**src/design/lcg_pkg.sv**
```systemverilog
package lcg_pkg;

  // bus geometry
  localparam int unsigned ADDR_W     = 12;
  localparam int unsigned DATA_W     = 32;
  localparam int unsigned STRB_W     = 4;

  // register byte offsets, one aligned word each
  localparam logic [11:0] OFF_DATA2_SEL   = 12'h000;
  localparam logic [11:0] OFF_DATA3_SEL   = 12'h004;
  localparam logic [11:0] OFF_DATA4_SEL   = 12'h008;
  localparam logic [11:0] OFF_GATE1_EN    = 12'h00C;
  localparam logic [11:0] OFF_GATE2_EN    = 12'h010;
  localparam logic [11:0] OFF_GATE_INVERT = 12'h014;
  localparam logic [11:0] OFF_STATUS      = 12'h018;

  // field geometry
  localparam int unsigned SEL_W      = 6;
  localparam int unsigned SEL_LSB    = 0;
  localparam int unsigned EN_W       = 8;
  localparam int unsigned EN_LSB     = 0;
  localparam int unsigned NUM_CHAN   = 4;
  localparam int unsigned NUM_GATES  = 2;
  localparam int unsigned NUM_INPUTS = 64;

  // enable layout: channel n (0 based) inverted at 2n, true at 2n+1
  localparam int unsigned EN_INV_OFS  = 0;
  localparam int unsigned EN_TRUE_OFS = 1;
  localparam int unsigned EN_STRIDE   = 2;

  // invert register bits
  localparam int unsigned INV_GATE1_BIT = 0;
  localparam int unsigned INV_GATE2_BIT = 1;

  // status register bits
  localparam int unsigned STAT_GATE_LSB = 0;
  localparam int unsigned STAT_CHAN_LSB = 4;

  // reset values
  localparam logic [5:0]  RST_SEL    = 6'h00;
  localparam logic [7:0]  RST_EN     = 8'h00;
  localparam logic [1:0]  RST_INV    = 2'h0;
  localparam logic [31:0] RST_WORD   = 32'h0000_0000;
  localparam logic [63:0] RST_INPUTS = 64'h0000_0000_0000_0000;

  typedef struct packed {
    logic [SEL_W-1:0]     chan2Source;
    logic [SEL_W-1:0]     chan3Source;
    logic [SEL_W-1:0]     chan4Source;
    logic [EN_W-1:0]      gate1Enables;
    logic [EN_W-1:0]      gate2Enables;
    logic [NUM_GATES-1:0] gateInvert;
  } lcg_regs_t;

  typedef struct packed {
    lcg_regs_t            regs;
    logic [DATA_W-1:0]    readData;
    logic                 slaveError;
    logic [NUM_CHAN-1:0]  chanValue;
    logic [NUM_GATES-1:0] gateValue;
  } lcg_state_t;

  typedef struct packed {
    logic gate2Output;
    logic gate1Output;
  } lcg_gates_t;

  typedef struct packed {
    logic [NUM_INPUTS-1:0] stage1;
    logic [NUM_INPUTS-1:0] stage2;
  } lcg_sync_t;

endpackage : lcg_pkg

```
**src/design/lcg_gating.sv**
```systemverilog
// Local design decisions: the APB slave port and the register offsets.
`timescale 1ns/1ns
module lcg_gating (
  input  wire logic                          clk,
  input  wire logic                          arst_n,
  input  wire logic                          clkEnable,
  input  wire logic                          psel,
  input  wire logic                          penable,
  input  wire logic                          pwrite,
  input  wire logic [lcg_pkg::ADDR_W-1:0]    paddr,
  input  wire logic [lcg_pkg::DATA_W-1:0]    pwdata,
  input  wire logic [lcg_pkg::STRB_W-1:0]    pstrb,
  output logic      [lcg_pkg::DATA_W-1:0]    prdata,
  output logic                               pready,
  output logic                               pslverr,
  input  wire logic [lcg_pkg::NUM_INPUTS-1:0] cellInputs,
  input  wire logic                          chan1TrueSignal,
  output logic      [lcg_pkg::NUM_CHAN-1:0]  chanValue,
  output lcg_pkg::lcg_gates_t                gateOutputs
);

  lcg_pkg::lcg_state_t                state;
  lcg_pkg::lcg_state_t                next_state;
  logic [lcg_pkg::NUM_INPUTS-1:0]     syncInputs;
  logic [lcg_pkg::NUM_CHAN-1:0]       next_chan;
  logic [lcg_pkg::NUM_GATES-1:0]      rawGate;
  logic [lcg_pkg::EN_W-1:0]           gateEnables [lcg_pkg::NUM_GATES];
  logic                               setupPhase;
  logic                               accessPhase;
  logic                               writeLane0;
  logic                               addrMapped;

  // cell inputs are asynchronous to clk, so they are retimed first
  lcg_input_sync i_lcg_input_sync (
    .clk       (clk),
    .arst_n    (arst_n),
    .clkEnable (clkEnable),
    .asyncIn   (cellInputs),
    .syncOut   (syncInputs)
  );

  // bus phases
  assign setupPhase  = psel & ~penable;
  assign accessPhase = psel & penable;
  assign writeLane0  = accessPhase & pwrite & pstrb[0] & clkEnable;

  // zero wait: read data and error are prepared in the setup cycle
  assign pready  = accessPhase & clkEnable;
  assign prdata  = state.readData;
  assign pslverr = state.slaveError & accessPhase;

  always_comb
  begin
    case (paddr)
      lcg_pkg::OFF_DATA2_SEL,
      lcg_pkg::OFF_DATA3_SEL,
      lcg_pkg::OFF_DATA4_SEL,
      lcg_pkg::OFF_GATE1_EN,
      lcg_pkg::OFF_GATE2_EN,
      lcg_pkg::OFF_GATE_INVERT,
      lcg_pkg::OFF_STATUS:
      begin
        addrMapped = 1'b1;
      end
      default:
      begin
        addrMapped = 1'b0;
      end
    endcase
  end

  // channel selection: channel 1 direct from chan1TrueSignal, channels 2 to 4 from the retimed inputs
  always_comb
  begin
    next_chan    = '0;
    next_chan[0] = chan1TrueSignal;
    next_chan[1] = syncInputs[state.regs.chan2Source];
    next_chan[2] = syncInputs[state.regs.chan3Source];
    next_chan[3] = syncInputs[state.regs.chan4Source];
  end

  assign gateEnables[0] = state.regs.gate1Enables;
  assign gateEnables[1] = state.regs.gate2Enables;

  // one term vector per gate; inverted form never depends on the true enable
  genvar g;
  genvar c;
  generate
    for (g = 0; g < lcg_pkg::NUM_GATES; g++)
    begin : g_gate
      logic [lcg_pkg::EN_W-1:0] terms;
      for (c = 0; c < lcg_pkg::NUM_CHAN; c++)
      begin : g_chan
        assign terms[c*lcg_pkg::EN_STRIDE+lcg_pkg::EN_TRUE_OFS] =
          next_chan[c] & gateEnables[g][c*lcg_pkg::EN_STRIDE+lcg_pkg::EN_TRUE_OFS];
        assign terms[c*lcg_pkg::EN_STRIDE+lcg_pkg::EN_INV_OFS] =
          ~next_chan[c] & gateEnables[g][c*lcg_pkg::EN_STRIDE+lcg_pkg::EN_INV_OFS];
      end
      // empty enable set gives an OR of zeros
      assign rawGate[g] = (|terms) ^ state.regs.gateInvert[g];
    end
  endgenerate

  always_comb
  begin
    next_state           = state;
    next_state.chanValue = next_chan;
    next_state.gateValue = rawGate;

    if (setupPhase)
    begin
      next_state.readData   = lcg_pkg::RST_WORD;
      next_state.slaveError = ~addrMapped;
      if (!pwrite)
      begin
        case (paddr)
          lcg_pkg::OFF_DATA2_SEL:
          begin
            // upper bits stay zero
            next_state.readData[lcg_pkg::SEL_LSB +: lcg_pkg::SEL_W] = state.regs.chan2Source;
          end
          lcg_pkg::OFF_DATA3_SEL:
          begin
            next_state.readData[lcg_pkg::SEL_LSB +: lcg_pkg::SEL_W] = state.regs.chan3Source;
          end
          lcg_pkg::OFF_DATA4_SEL:
          begin
            next_state.readData[lcg_pkg::SEL_LSB +: lcg_pkg::SEL_W] = state.regs.chan4Source;
          end
          lcg_pkg::OFF_GATE1_EN:
          begin
            next_state.readData[lcg_pkg::EN_LSB +: lcg_pkg::EN_W] = state.regs.gate1Enables;
          end
          lcg_pkg::OFF_GATE2_EN:
          begin
            next_state.readData[lcg_pkg::EN_LSB +: lcg_pkg::EN_W] = state.regs.gate2Enables;
          end
          lcg_pkg::OFF_GATE_INVERT:
          begin
            next_state.readData[lcg_pkg::INV_GATE1_BIT] = state.regs.gateInvert[0];
            next_state.readData[lcg_pkg::INV_GATE2_BIT] = state.regs.gateInvert[1];
          end
          lcg_pkg::OFF_STATUS:
          begin
            // live view: gates and channels as registered last cycle
            next_state.readData[lcg_pkg::STAT_GATE_LSB +: lcg_pkg::NUM_GATES] = state.gateValue;
            next_state.readData[lcg_pkg::STAT_CHAN_LSB +: lcg_pkg::NUM_CHAN]  = state.chanValue;
          end
          default:
          begin
            next_state.readData = lcg_pkg::RST_WORD;
          end
        endcase
      end
    end

    // writes land at the access edge only; lane 0 carries all stored bits
    if (writeLane0)
    begin
      case (paddr)
        lcg_pkg::OFF_DATA2_SEL:
        begin
          next_state.regs.chan2Source = pwdata[lcg_pkg::SEL_LSB +: lcg_pkg::SEL_W];
        end
        lcg_pkg::OFF_DATA3_SEL:
        begin
          next_state.regs.chan3Source = pwdata[lcg_pkg::SEL_LSB +: lcg_pkg::SEL_W];
        end
        lcg_pkg::OFF_DATA4_SEL:
        begin
          next_state.regs.chan4Source = pwdata[lcg_pkg::SEL_LSB +: lcg_pkg::SEL_W];
        end
        lcg_pkg::OFF_GATE1_EN:
        begin
          next_state.regs.gate1Enables = pwdata[lcg_pkg::EN_LSB +: lcg_pkg::EN_W];
        end
        lcg_pkg::OFF_GATE2_EN:
        begin
          next_state.regs.gate2Enables = pwdata[lcg_pkg::EN_LSB +: lcg_pkg::EN_W];
        end
        lcg_pkg::OFF_GATE_INVERT:
        begin
          next_state.regs.gateInvert[0] = pwdata[lcg_pkg::INV_GATE1_BIT];
          next_state.regs.gateInvert[1] = pwdata[lcg_pkg::INV_GATE2_BIT];
        end
        default:
        begin
          // status and unmapped addresses store nothing
          next_state.regs = state.regs;
        end
      endcase
    end
  end

  // arst_n stands for power-on: fields get a known value instead of unknown
  always_ff @(posedge clk or negedge arst_n)
  begin
    if (!arst_n)
    begin
      state.regs.chan2Source  <= lcg_pkg::RST_SEL;
      state.regs.chan3Source  <= lcg_pkg::RST_SEL;
      state.regs.chan4Source  <= lcg_pkg::RST_SEL;
      state.regs.gate1Enables <= lcg_pkg::RST_EN;
      state.regs.gate2Enables <= lcg_pkg::RST_EN;
      state.regs.gateInvert   <= lcg_pkg::RST_INV;
      state.readData          <= lcg_pkg::RST_WORD;
      state.slaveError        <= 1'b0;
      state.chanValue         <= '0;
      state.gateValue         <= '0;
    end
    else if (clkEnable)
    begin
      state <= next_state;
    end
  end

  assign chanValue               = state.chanValue;
  assign gateOutputs.gate1Output = state.gateValue[0];
  assign gateOutputs.gate2Output = state.gateValue[1];

endmodule : lcg_gating

```
**src/design/lcg_input_sync.sv**
```systemverilog
`timescale 1ns/1ns
module lcg_input_sync (
  input  wire logic                          clk,
  input  wire logic                          arst_n,
  input  wire logic                          clkEnable,
  input  wire logic [lcg_pkg::NUM_INPUTS-1:0] asyncIn,
  output logic      [lcg_pkg::NUM_INPUTS-1:0] syncOut
);

  lcg_pkg::lcg_sync_t state;
  lcg_pkg::lcg_sync_t next_state;

  // stage1 feeds stage2 only; nothing else looks at it
  always_comb
  begin
    next_state        = state;
    next_state.stage1 = asyncIn;
    next_state.stage2 = state.stage1;
  end

  always_ff @(posedge clk or negedge arst_n)
  begin
    if (!arst_n)
    begin
      state.stage1 <= lcg_pkg::RST_INPUTS;
      state.stage2 <= lcg_pkg::RST_INPUTS;
    end
    else if (clkEnable)
    begin
      state <= next_state;
    end
  end

  assign syncOut = state.stage2;

endmodule : lcg_input_sync

```
**config.mk**
```make
export PLATFORM = sky130hd
export DESIGN_NAME = lcg_gating
export DESIGN_NICKNAME = d
export VERILOG_FILES = /design/src/design/lcg_pkg.sv /design/src/design/lcg_gating.sv /design/src/design/lcg_input_sync.sv
export SDC_FILE = /design/constraint.sdc
export NUM_CORES = 1
export LEC_CHECK = 0
export BUFFER_PORTS_ARGS = -buffer_cell sky130_fd_sc_hd__buf_2
export CORE_ASPECT_RATIO = 0.5
export CORE_MARGIN = 1.5
export CORE_UTILIZATION = 35
export CTS_BUF_LIST = sky130_fd_sc_hd__clkbuf_4
export DETAILED_ROUTE_END_ITERATION = 7
export PLACE_DENSITY = 0.54
export SETUP_SLACK_MARGIN = 0.15
export SLEW_MARGIN = 0
export SYNTH_ARGS = -nofsm -noshare
export SYNTH_HDL_FRONTEND = slang
export SYNTH_HIERARCHICAL = 1
export SYNTH_SLANG_ARGS = --single-unit
```
**constraint.sdc**
```tcl
create_clock -name clk -period 2.4 [get_ports clk]
set_input_delay 0.24 -clock clk [delete_from_list [all_inputs] [get_ports clk]]
set_output_delay 0.24 -clock clk [all_outputs]
set_load 0.01 [all_outputs]
```
Word level (Yosys, flattened, before mapping):

Cells that the tools add are included.

* flip-flop bits (word level): 203
* input port bits: 119
* output and inout bits: 40

* order comparisons: 3
* eq/ne operators: 6
* muxes and demuxes: 12
* bitwise operators: 31
* reduce and logical (&&, ||, !) cells: 11

Operators by type and width (count)
* $eq 12x5->1 const B: 3
* $eq 12x4->1 const B: 2
* $and 1x1->1: 23
* $lt 6x7->1 const B: 3
* $bmux 1 s6: 3
* $reduce_and 3->1: 6
* $reduce_or 8->1: 2
* $pmux 2 s7: 1
* $eq 12x3->1 const B: 1
* $logic_not 12->1: 1
* $pmux 2 s6: 1
* $pmux 2 s5: 1
* $mux 8: 1
* $reduce_or 7->1: 1
* $not 1->1: 6
* $pmux 2 s3: 1
* $mux 1: 4
* $reduce_and 2->1: 1
* $xor 1x1->1: 2

Depth between registers and ports, before layout:

Gate-level depths: netlist of the first run.

* word-level depth: 6
* gate-level depth with buffers: 10
* mapped depth without buffers: 7

Cells and area by module:

Netlist of the first run, hierarchy kept.

By module, submodules not included
* lcg_input_sync: instances 1, cells an instance 270, area each 4822.1 µm²
* lcg_gating: instances 1, cells an instance 403, area each 4476.8 µm²

Worst setup path before layout of the first run:

No wires, ideal clock.

* path type: flip-flop to flip-flop
* start: register state[69] (netlist name)
* end: register state (netlist bit gateOutputs[0])
* arrival time: 2.404 ns
* required time: 2.275 ns
* slack: -0.129 ns
* cell stages (with the launch flop): 10
* path through: dfrtp_1 > buf_6 > buf_6 > mux4_2 > mux4_2 > a22oi_2 > o31a_2 > o2111ai_1 > and4b_1 > o31ai_1

* longest elaborated chain between the ends: 6

Ends and longest elaborated chain
* from (decl): RTL line lcg_gating.sv:22 `lcg_pkg::lcg_state_t state;`
* from (signal assigned): RTL line lcg_gating.sv:213 `state <= next_state;`
* $bmux 1 s6 (*): RTL line lcg_gating.sv:77 `next_chan[1] = syncInputs[state.regs.chan2Source];`
* $mux 1 (implied by the code) (*): RTL line lcg_gating.sv:77
* $not 1->1: RTL line lcg_gating.sv:97 `~next_chan[c] & gateEnables[g][c*lcg_pkg::EN_STRIDE+lcg_pkg::EN_INV_OFS];`
* $and 1x1->1: RTL line lcg_gating.sv:97
* $reduce_or 8->1 (*): RTL line lcg_gating.sv:100 `assign rawGate[g] = (|terms) ^ state.regs.gateInvert[g];`
* $xor 1x1->1 (*): RTL line lcg_gating.sv:100

Mark *: on every way between the ends. The rest lies on a longest branch, timed or not. The select of a mux whose other input is x is not followed.
A chain may end at the register's enable or synchronous reset.

Worst setup path after layout of the first run:

* start: register state[63] (netlist name)
* end: register state (netlist bit gateOutputs[0])

* longest elaborated chain between the ends: 6

Ends and longest elaborated chain
* $bmux 1 s6 (*): RTL line lcg_gating.sv:78 `next_chan[2] = syncInputs[state.regs.chan3Source];`
* $mux 1 (implied by the code) (*): RTL line lcg_gating.sv:78
* $not 1->1: RTL line lcg_gating.sv:97
* $and 1x1->1: RTL line lcg_gating.sv:97
* $reduce_or 8->1 (*): RTL line lcg_gating.sv:100
* $xor 1x1->1 (*): RTL line lcg_gating.sv:100

Marks and branches as above.

==> out/qor.txt, run 1 <==
status: finished, violations left
failing checks: setup timing
Seq/Total Area, Yosys: 0.482
I/O pin count: 159
CTS tree: yes
cells after synthesis: 673
Critical Path Start Type: flip-flop
# Max-Cap Violations: 0
Synth Area in Compound Gates: 0.0561
Initial Util: 0.363
asr flop ratio synth: 1.00
worst slew pin tran: 884 ps
root buffer cell: clkbuf_4
grt ovf: 0
CTS buffer count: 17
post-synthesis xor/xnor area fraction: 0
first-pass GRT wire length: 39100 um
die height: 118 um
clock sinks: 179
Crit Path Max Fanout: 7
Die ar.: 27600 sq um
RSZ-0062 raised after global routing: true
fmax: 369 MHz
Routed WL per cell: 19.1 um
# rows: 41
Post-Route WL: 24700 um
Max Root-Sink Buffers: 2
number of hold violations in the final report: 0
Die W: 234 um
Synth Area per Inst: 13.8 sq um
Synth Area in Adders: 0
setup total negative slack: -663 ps
Place WS: -320 ps
kind of critical path: flip-flop to flip-flop
clock-pin transition on the worst setup and hold timing paths: 160 ps
pwr dens: 534 nW/um^2
setup violators final: 3
Overall Global Routing Usage: 0.187
relative slew slack: 0.411
Worst VDD drop: 278 uV
Core ar.: 25600 sq um
Netlist Area Pre-Place: 9300 sq um
Clock Skews: 21.9 ps
Worst Hold Class: input pin to flip-flop
final setup margin: -314 ps
Final period util: 1.13
initial antenna violation count: 1
NumNets Final: 1053
GP Congestion: 0.856
worst skew pair latency: 600 ps
Synth Area in Simple Gates: 0.0546
CTS H-tree depth: 4
FF+latch count, synth: 179
Synthesis Warnings: 6
Vias: 6535
DR pass1 iterations: 5
vias in the first global route: 6810
Final Max Slew Viols: 0
most common cell after layout, fill and taps aside: dfrtp_1
drt initial violations: 527
detailed-placement wirelength estimate: 17900 um
crit path time final: 2710 ps
largest net degree at the start of global routing: 137
Post-synth EDFFs: 0
Leak Pwr: 5.10 nW
Arr. time, crit path: 3200 ps
final antenna-violating net count: 0
routed vias/inst: 5.06
ys flop type: dfrtp_1
post-synthesis mux area share: 0.339
Port Buffers: 107
DRC viols: 0
Setup crit end kind: flip-flop
largest family of logic cells by synthesized area: multiplexers
CP required: 2880 ps
Yosys cell types: 55
commonest non-fill, non-tap cells in the layout: dfrtp_1 (176), mux2_2 (168), buf_2 (105), buf_4 (101), dlygate4sd3_1 (74)
P&R area growth vs syn: 27.5%
layout cells sized above 1: 0.511
## layer usage
metal | global-route usage | vias up | part of all wire
li1 | - | 2999 | -
met3 | 0.0367 | 24 | 0.048
met5 | 0 | - | 0
met4 | 0.0453 | 0 | 0.012
met1 | 0.270 | 3360 | 0.48
met2 | 0.289 | 152 | 0.46
## power by group
part,total (mW),switching [mW],internal [mW]
combinational,1.27,0.493,0.775
clock,1.55,1.13,0.414
sequential,3.51,0.219,3.30
total,6.33,1.84,4.48
## final cells by class
type | count | area (sq um)
Multi-Input combinational cell | 428 | 4370
Inverter | 13 | 48.8
Sequential cell | 179 | 4480
Antenna cell | 1 | 2.50
Tap cell | 344 | 430
Fill cell | 2366 | 13800
Timing Repair Buffer | 295 | 2290
Clock buffer | 17 | 128
Clock inverter | 15 | 106
## flip-flops by register name, summed over array words and instances, names as in the netlist
name                         count
prdata                           8
gateEnables                     16
gateOutputs                      2
i_lcg_input_sync/syncOut        64
chanValue                        4
i_lcg_input_sync/next_state     64
state                           21
## kinds of logic after synthesis
family,Yosys count
flip-flops,179
buffers and inverters,89
AND/OR/NAND/NOR,96
AO/OA/AOI/OAI,72
multiplexers,236
other,1
## per-stage QoR
step / total power [mW] / area (sq um) / hold WS (ps) / util / std cells
2_1_floorplan: 4.15 / 9390 / -55.6 / - / 696
6_report: 6.33 / 11900 / 88.5 / 0.462 / 1292
5_1_grt: 6.66 / 11900 / 105 / 0.462 / 1292
4_1_cts: 6.39 / 11800 / 35.0 / 0.460 / 1291
3_3_place_gp: 4.69 / 10700 / 284 / 0.416 / 1179
3_5_place_dp: 4.72 / 10700 / 286 / 0.416 / 1179
## Yosys cell counts, types with 6 or more instances
cell type  count  share of area
a22o_1         6         0.0057
nand3_1        6         0.0032
and2_1         6         0.0040
mux2i_1       22          0.024
inv_1         13         0.0052
mux2_2       168           0.20
buf_6          9          0.011
clkbuf_1      11         0.0044
o21ai_0       19          0.010
nor2b_1        9         0.0061
buf_4         40          0.032
a22oi_1        9         0.0073
mux4_2        46           0.11
nand2_1       26          0.010
dfrtp_1      179           0.48
nor2_1        15         0.0061
nand2b_1       6         0.0040
clkbuf_8       8          0.012
## worst paths after layout
check / start / endpoint / slack (ps) / cells past startpoint
setup / recovery: state[63]$_DFFE_PN0P_ / gateOutputs[0]$_DFFE_PN0P_ / -310 / 8
hold / removal: paddr[4] / state[6]$_DFFE_PN0P_ / 90 / 3
setup reg to reg: state[63]$_DFFE_PN0P_ / gateOutputs[0]$_DFFE_PN0P_ / -310 / 8
hold reg to reg: prdata[6]$_DFFE_PN0P_ / prdata[6]$_DFFE_PN0P_ / 500 / 2
max in group asynchronous: arst_n / state[6]$_DFFE_PN0P_ / 1690 / 3
min in group asynchronous: arst_n / i_lcg_input_sync/syncOut[30]$_DFFE_PN0P_ / 170 / 3
## worst max-delay path, cell delays in order (launching register included)
cell	delay (ps)
dfrtp_1	420
buf_12	150
mux4_2	490
mux4_2	530
a22o_4	300
o31ai_4	230
o2111ai_1	140
and4b_1	270
o31ai_1	70
## repair_timing
| action | in CTS | in global routing |
|---|---|---|
| cloned | 1 | 0 |
| hold endpoints to repair | 280 | 0 |
| pin swaps | 8 | 5 |
| resized for setup | 18 | 7 |
| setup buffers | 5 | 0 |
| setup endpoints to repair | 5 | 5 |
| hold buffers | 74 | 0 |
Power figures use the tool's default switching activity.
==> run 2: changes to the inputs <==
--- a/config.mk
+++ b/config.mk
@@ -11,7 +11,7 @@
 export CORE_UTILIZATION = 35
 export CTS_BUF_LIST = sky130_fd_sc_hd__clkbuf_4
 export DETAILED_ROUTE_END_ITERATION = 7
-export PLACE_DENSITY = 0.54
+export PLACE_DENSITY = 0.52
 export SETUP_SLACK_MARGIN = 0.15
 export SLEW_MARGIN = 0
 export SYNTH_ARGS = -nofsm -noshare
==> constraint.sdc (replaced) <==
create_clock -name clk -period 2.6 [get_ports clk]
set_input_delay 0.26 -clock clk [delete_from_list [all_inputs] [get_ports clk]]
set_output_delay 0.26 -clock clk [all_outputs]
set_load 0.01 [all_outputs]
==> run 2 against run 1 <==
Compared with the run above: the run still ends with setup timing left; critical path depth is the same; via count shrank 2.4%; hold slack lost 22 ps; setup slack gained 120 ps; global-route usage shrank 0.82 points; sequential share of layout area grew 1.1 points; maximum frequency shrank 3.0%; clock skew grew 4.3 ps; first-iteration DRC count shrank 24%; register-to-register slack gained 120 ps; critical endpoint unchanged; largest cell class unchanged.
==> out/qor.txt, run 2 (synthesized netlist as in run 1, its figures left out) <==
die height: 118 um (unchanged)
Post-DP Area: 10400 sq um (was 10700 sq um)
fmax: 358 MHz (was 369 MHz)
layout cells sized above 1: 0.479 (was 0.511)
crit-path most repeated cell: mux4_2 (unchanged)
wire length on met2: 10900 um (was 11400 um)
number of hold violations in the final report: 0 (unchanged)
setup violators final: 2 (was 3)
register area: 4480 sq um (about the same)
Cells after DPL: 1138 (was 1179)
# Max-Cap Violations: 0 (unchanged)
worst skew pair latency: 590 ps (was 600 ps)
crit path time final: 2800 ps (was 2710 ps)
M1 WL: 11300 um (was 11900 um)
most common cell after layout, fill and taps aside: dfrtp_1 (unchanged)
Final Max Slew Viols: 0 (unchanged)
GP Congestion: 0.877 (was 0.856)
Fill cells: 2414 (was 2366)
worst slew pin tran: 880 ps (was 884 ps)
Leak Pwr: 4.89 nW (was 5.10 nW)
final antenna-violating net count: 0 (unchanged)
Arr. time, crit path: 3280 ps (was 3200 ps)
Routed WL per cell: 18.9 um (was 19.1 um)
Overall Global Routing Usage: 0.179 (was 0.187)
commonest non-fill, non-tap cells in the layout: dfrtp_1 (179), mux2_2 (168), buf_2 (105), dlygate4sd3_1 (73), buf_4 (59) (was dfrtp_1 (176), mux2_2 (168), buf_2 (105), buf_4 (101), dlygate4sd3_1 (74))
Clock Skews: 26.3 ps (was 21.9 ps)
root buffer cell: clkbuf_4 (unchanged)
pwr dens: 530 nW/um^2 (was 534 nW/um^2)
RSZ-0062 raised after global routing: true (unchanged)
fin cells: 1245 (was 1292)
Die ar.: 27600 sq um (unchanged)
WL met3: 1120 um (was 1200 um)
Worst VDD drop: 296 uV (was 278 uV)
DR pass1 iterations: 7 (was 5)
DRC viols: 0 (unchanged)
detailed-placement wirelength estimate: 17000 um (was 17900 um)
drt initial violations: 398 (was 527)
Worst Hold Class: input pin to flip-flop (unchanged)
initial antenna violation count: 1 (unchanged)
CP required: 3090 ps (was 2880 ps)
Final Cell Area: 11500 sq um (was 11900 sq um)
failing checks: setup timing (unchanged)
Die W: 234 um (unchanged)
Setup crit end kind: flip-flop (unchanged)
final setup margin: -196 ps (was -314 ps)
status: finished, violations left (unchanged)
WHS: 66.6 ps (was 88.5 ps)
routed vias/inst: 5.12 (was 5.06)
Critical Path Start Type: flip-flop (unchanged)
Top delay family on crit path: multiplexers (unchanged)
CP max stage delay: 520 ps (was 530 ps)
kind of critical path: flip-flop to flip-flop (unchanged)
Crit Path Max Fanout: 5 (was 7)
first-pass GRT wire length: 37400 um (was 39100 um)
NumNets Final: 1006 (was 1053)
Core ar.: 25600 sq um (unchanged)
final core utilization: 0.448 (was 0.462)
Slowest-stage cell, CP: mux4_2 (unchanged)
grt ovf: 0 (unchanged)
CTS tree: yes (unchanged)
CTS H-tree depth: 4 (unchanged)
# rows: 41 (unchanged)
Post-Route WL: 23600 um (was 24700 um)
largest net degree at the start of global routing: 136 (was 137)
clock-pin transition on the worst setup and hold timing paths: 150 ps (was 160 ps)
Place WS: -217 ps (was -320 ps)
clock sinks: 179 (unchanged)
Vias: 6375 (was 6535)
worst-path cell chain: buf_12, mux4_2, mux4_2, a22o_4, o31ai_2, o2111ai_1, and4b_1, o31ai_1 (was buf_12, mux4_2, mux4_2, a22o_4, o31ai_4, o2111ai_1, and4b_1, o31ai_1)
crit path buf inv count: 1 (unchanged)
Final period util: 1.08 (was 1.13)
relative slew slack: 0.414 (was 0.411)
area occupied by multi-input gates: 4320 sq um (was 4370 sq um)
top sig layer: met4 (unchanged)
I/O pin count: 159 (unchanged)
CTS buffer count: 17 (unchanged)
vias in the first global route: 6581 (was 6810)
Max Root-Sink Buffers: 2 (unchanged)
Port Buffers: 107 (unchanged)
Initial Util: 0.363 (unchanged)
P&R area growth vs syn: 23.7% (was 27.5%)
==> run 2: cell types whose count changed in the layout (fill, tap and decap cells not counted), sizes merged <==
cell and change:
clkinv -7, buf -46, clkbuf +3, bufinv +4, inv -2, clkinvlp +2
dlygate4sd3 -1
==> run 2: path summary, 6_finish.rpt <==
| path | depth (start not counted) | startpoint | to | slack, ps |
|---|---|---|---|---|
| min | 2 | pwdata[1] | gateEnables[9]$_DFFE_PN0P_ | 70 |
| max reg2reg | 8 | state[63]$_DFFE_PN0P_ | gateOutputs[0]$_DFFE_PN0P_ | -200 |
| max | 8 | state[63]$_DFFE_PN0P_ | gateOutputs[0]$_DFFE_PN0P_ | -200 |
| min reg2reg | 1 | i_lcg_input_sync/next_state[8]$_DFFE_PN0P_ | i_lcg_input_sync/syncOut[8]$_DFFE_PN0P_ | 490 |
| max in group asynchronous | 3 | arst_n | state[6]$_DFFE_PN0P_ | 1640 |
| min in group asynchronous | 2 | arst_n | i_lcg_input_sync/next_state[28]$_DFFE_PN0P_ | 190 |
==> run 2: worst register-to-register path, delay by kind of cell (launching register included) <==
family	cells	cell delay, ps
multiplexers	2	1020
AO/OA/AOI/OAI	4	800
AND/OR/NAND/NOR	1	270
flip-flops	1	460
buffers and inverters	1	150
==> run 2: layout make-up <==
class                           instances  share of cell area
Multi-Input combinational cell        428               0.376
Sequential cell                       179               0.390
Timing Repair Buffer                  248               0.164
Inverter                               13             0.00424
Antenna cell                            1            0.000218
Clock buffer                           20              0.0131
Clock inverter                         12              0.0157
Tap cell                              344              0.0374
==> run 2: routing by layer <==
metal  track usage  vias up
met3        0.0376       21
met4        0.0461        0
met1         0.259     3300
met5             0        -
met2         0.272      154
li1              -     2900
==> run 2: per-stage QoR <==
stage                     power, mW  TNS, ps
final                          6.10     -360
after CTS                      6.16     -283
after floorplan                3.83        0
after detailed placement       4.26     -390
after global routing           6.39     -597
after global placement         4.23     -302
==> run 2: power breakdown <==
part           total (mW)  switching [mW]  internal (mW)  leakage (nW)
Clock                1.80            1.00          0.799         0.164
Sequential           3.25           0.210           3.04          2.18
Combinational        1.04           0.411          0.633          2.55
==> run 2: timing repair <==
item	in CTS	in global routing
hold buffers	73	0
setup buffers	1	0
hold endpoints to repair	150	0
setup endpoints to repair	3	3
gates resized for setup	7	5
pin swaps	2	2
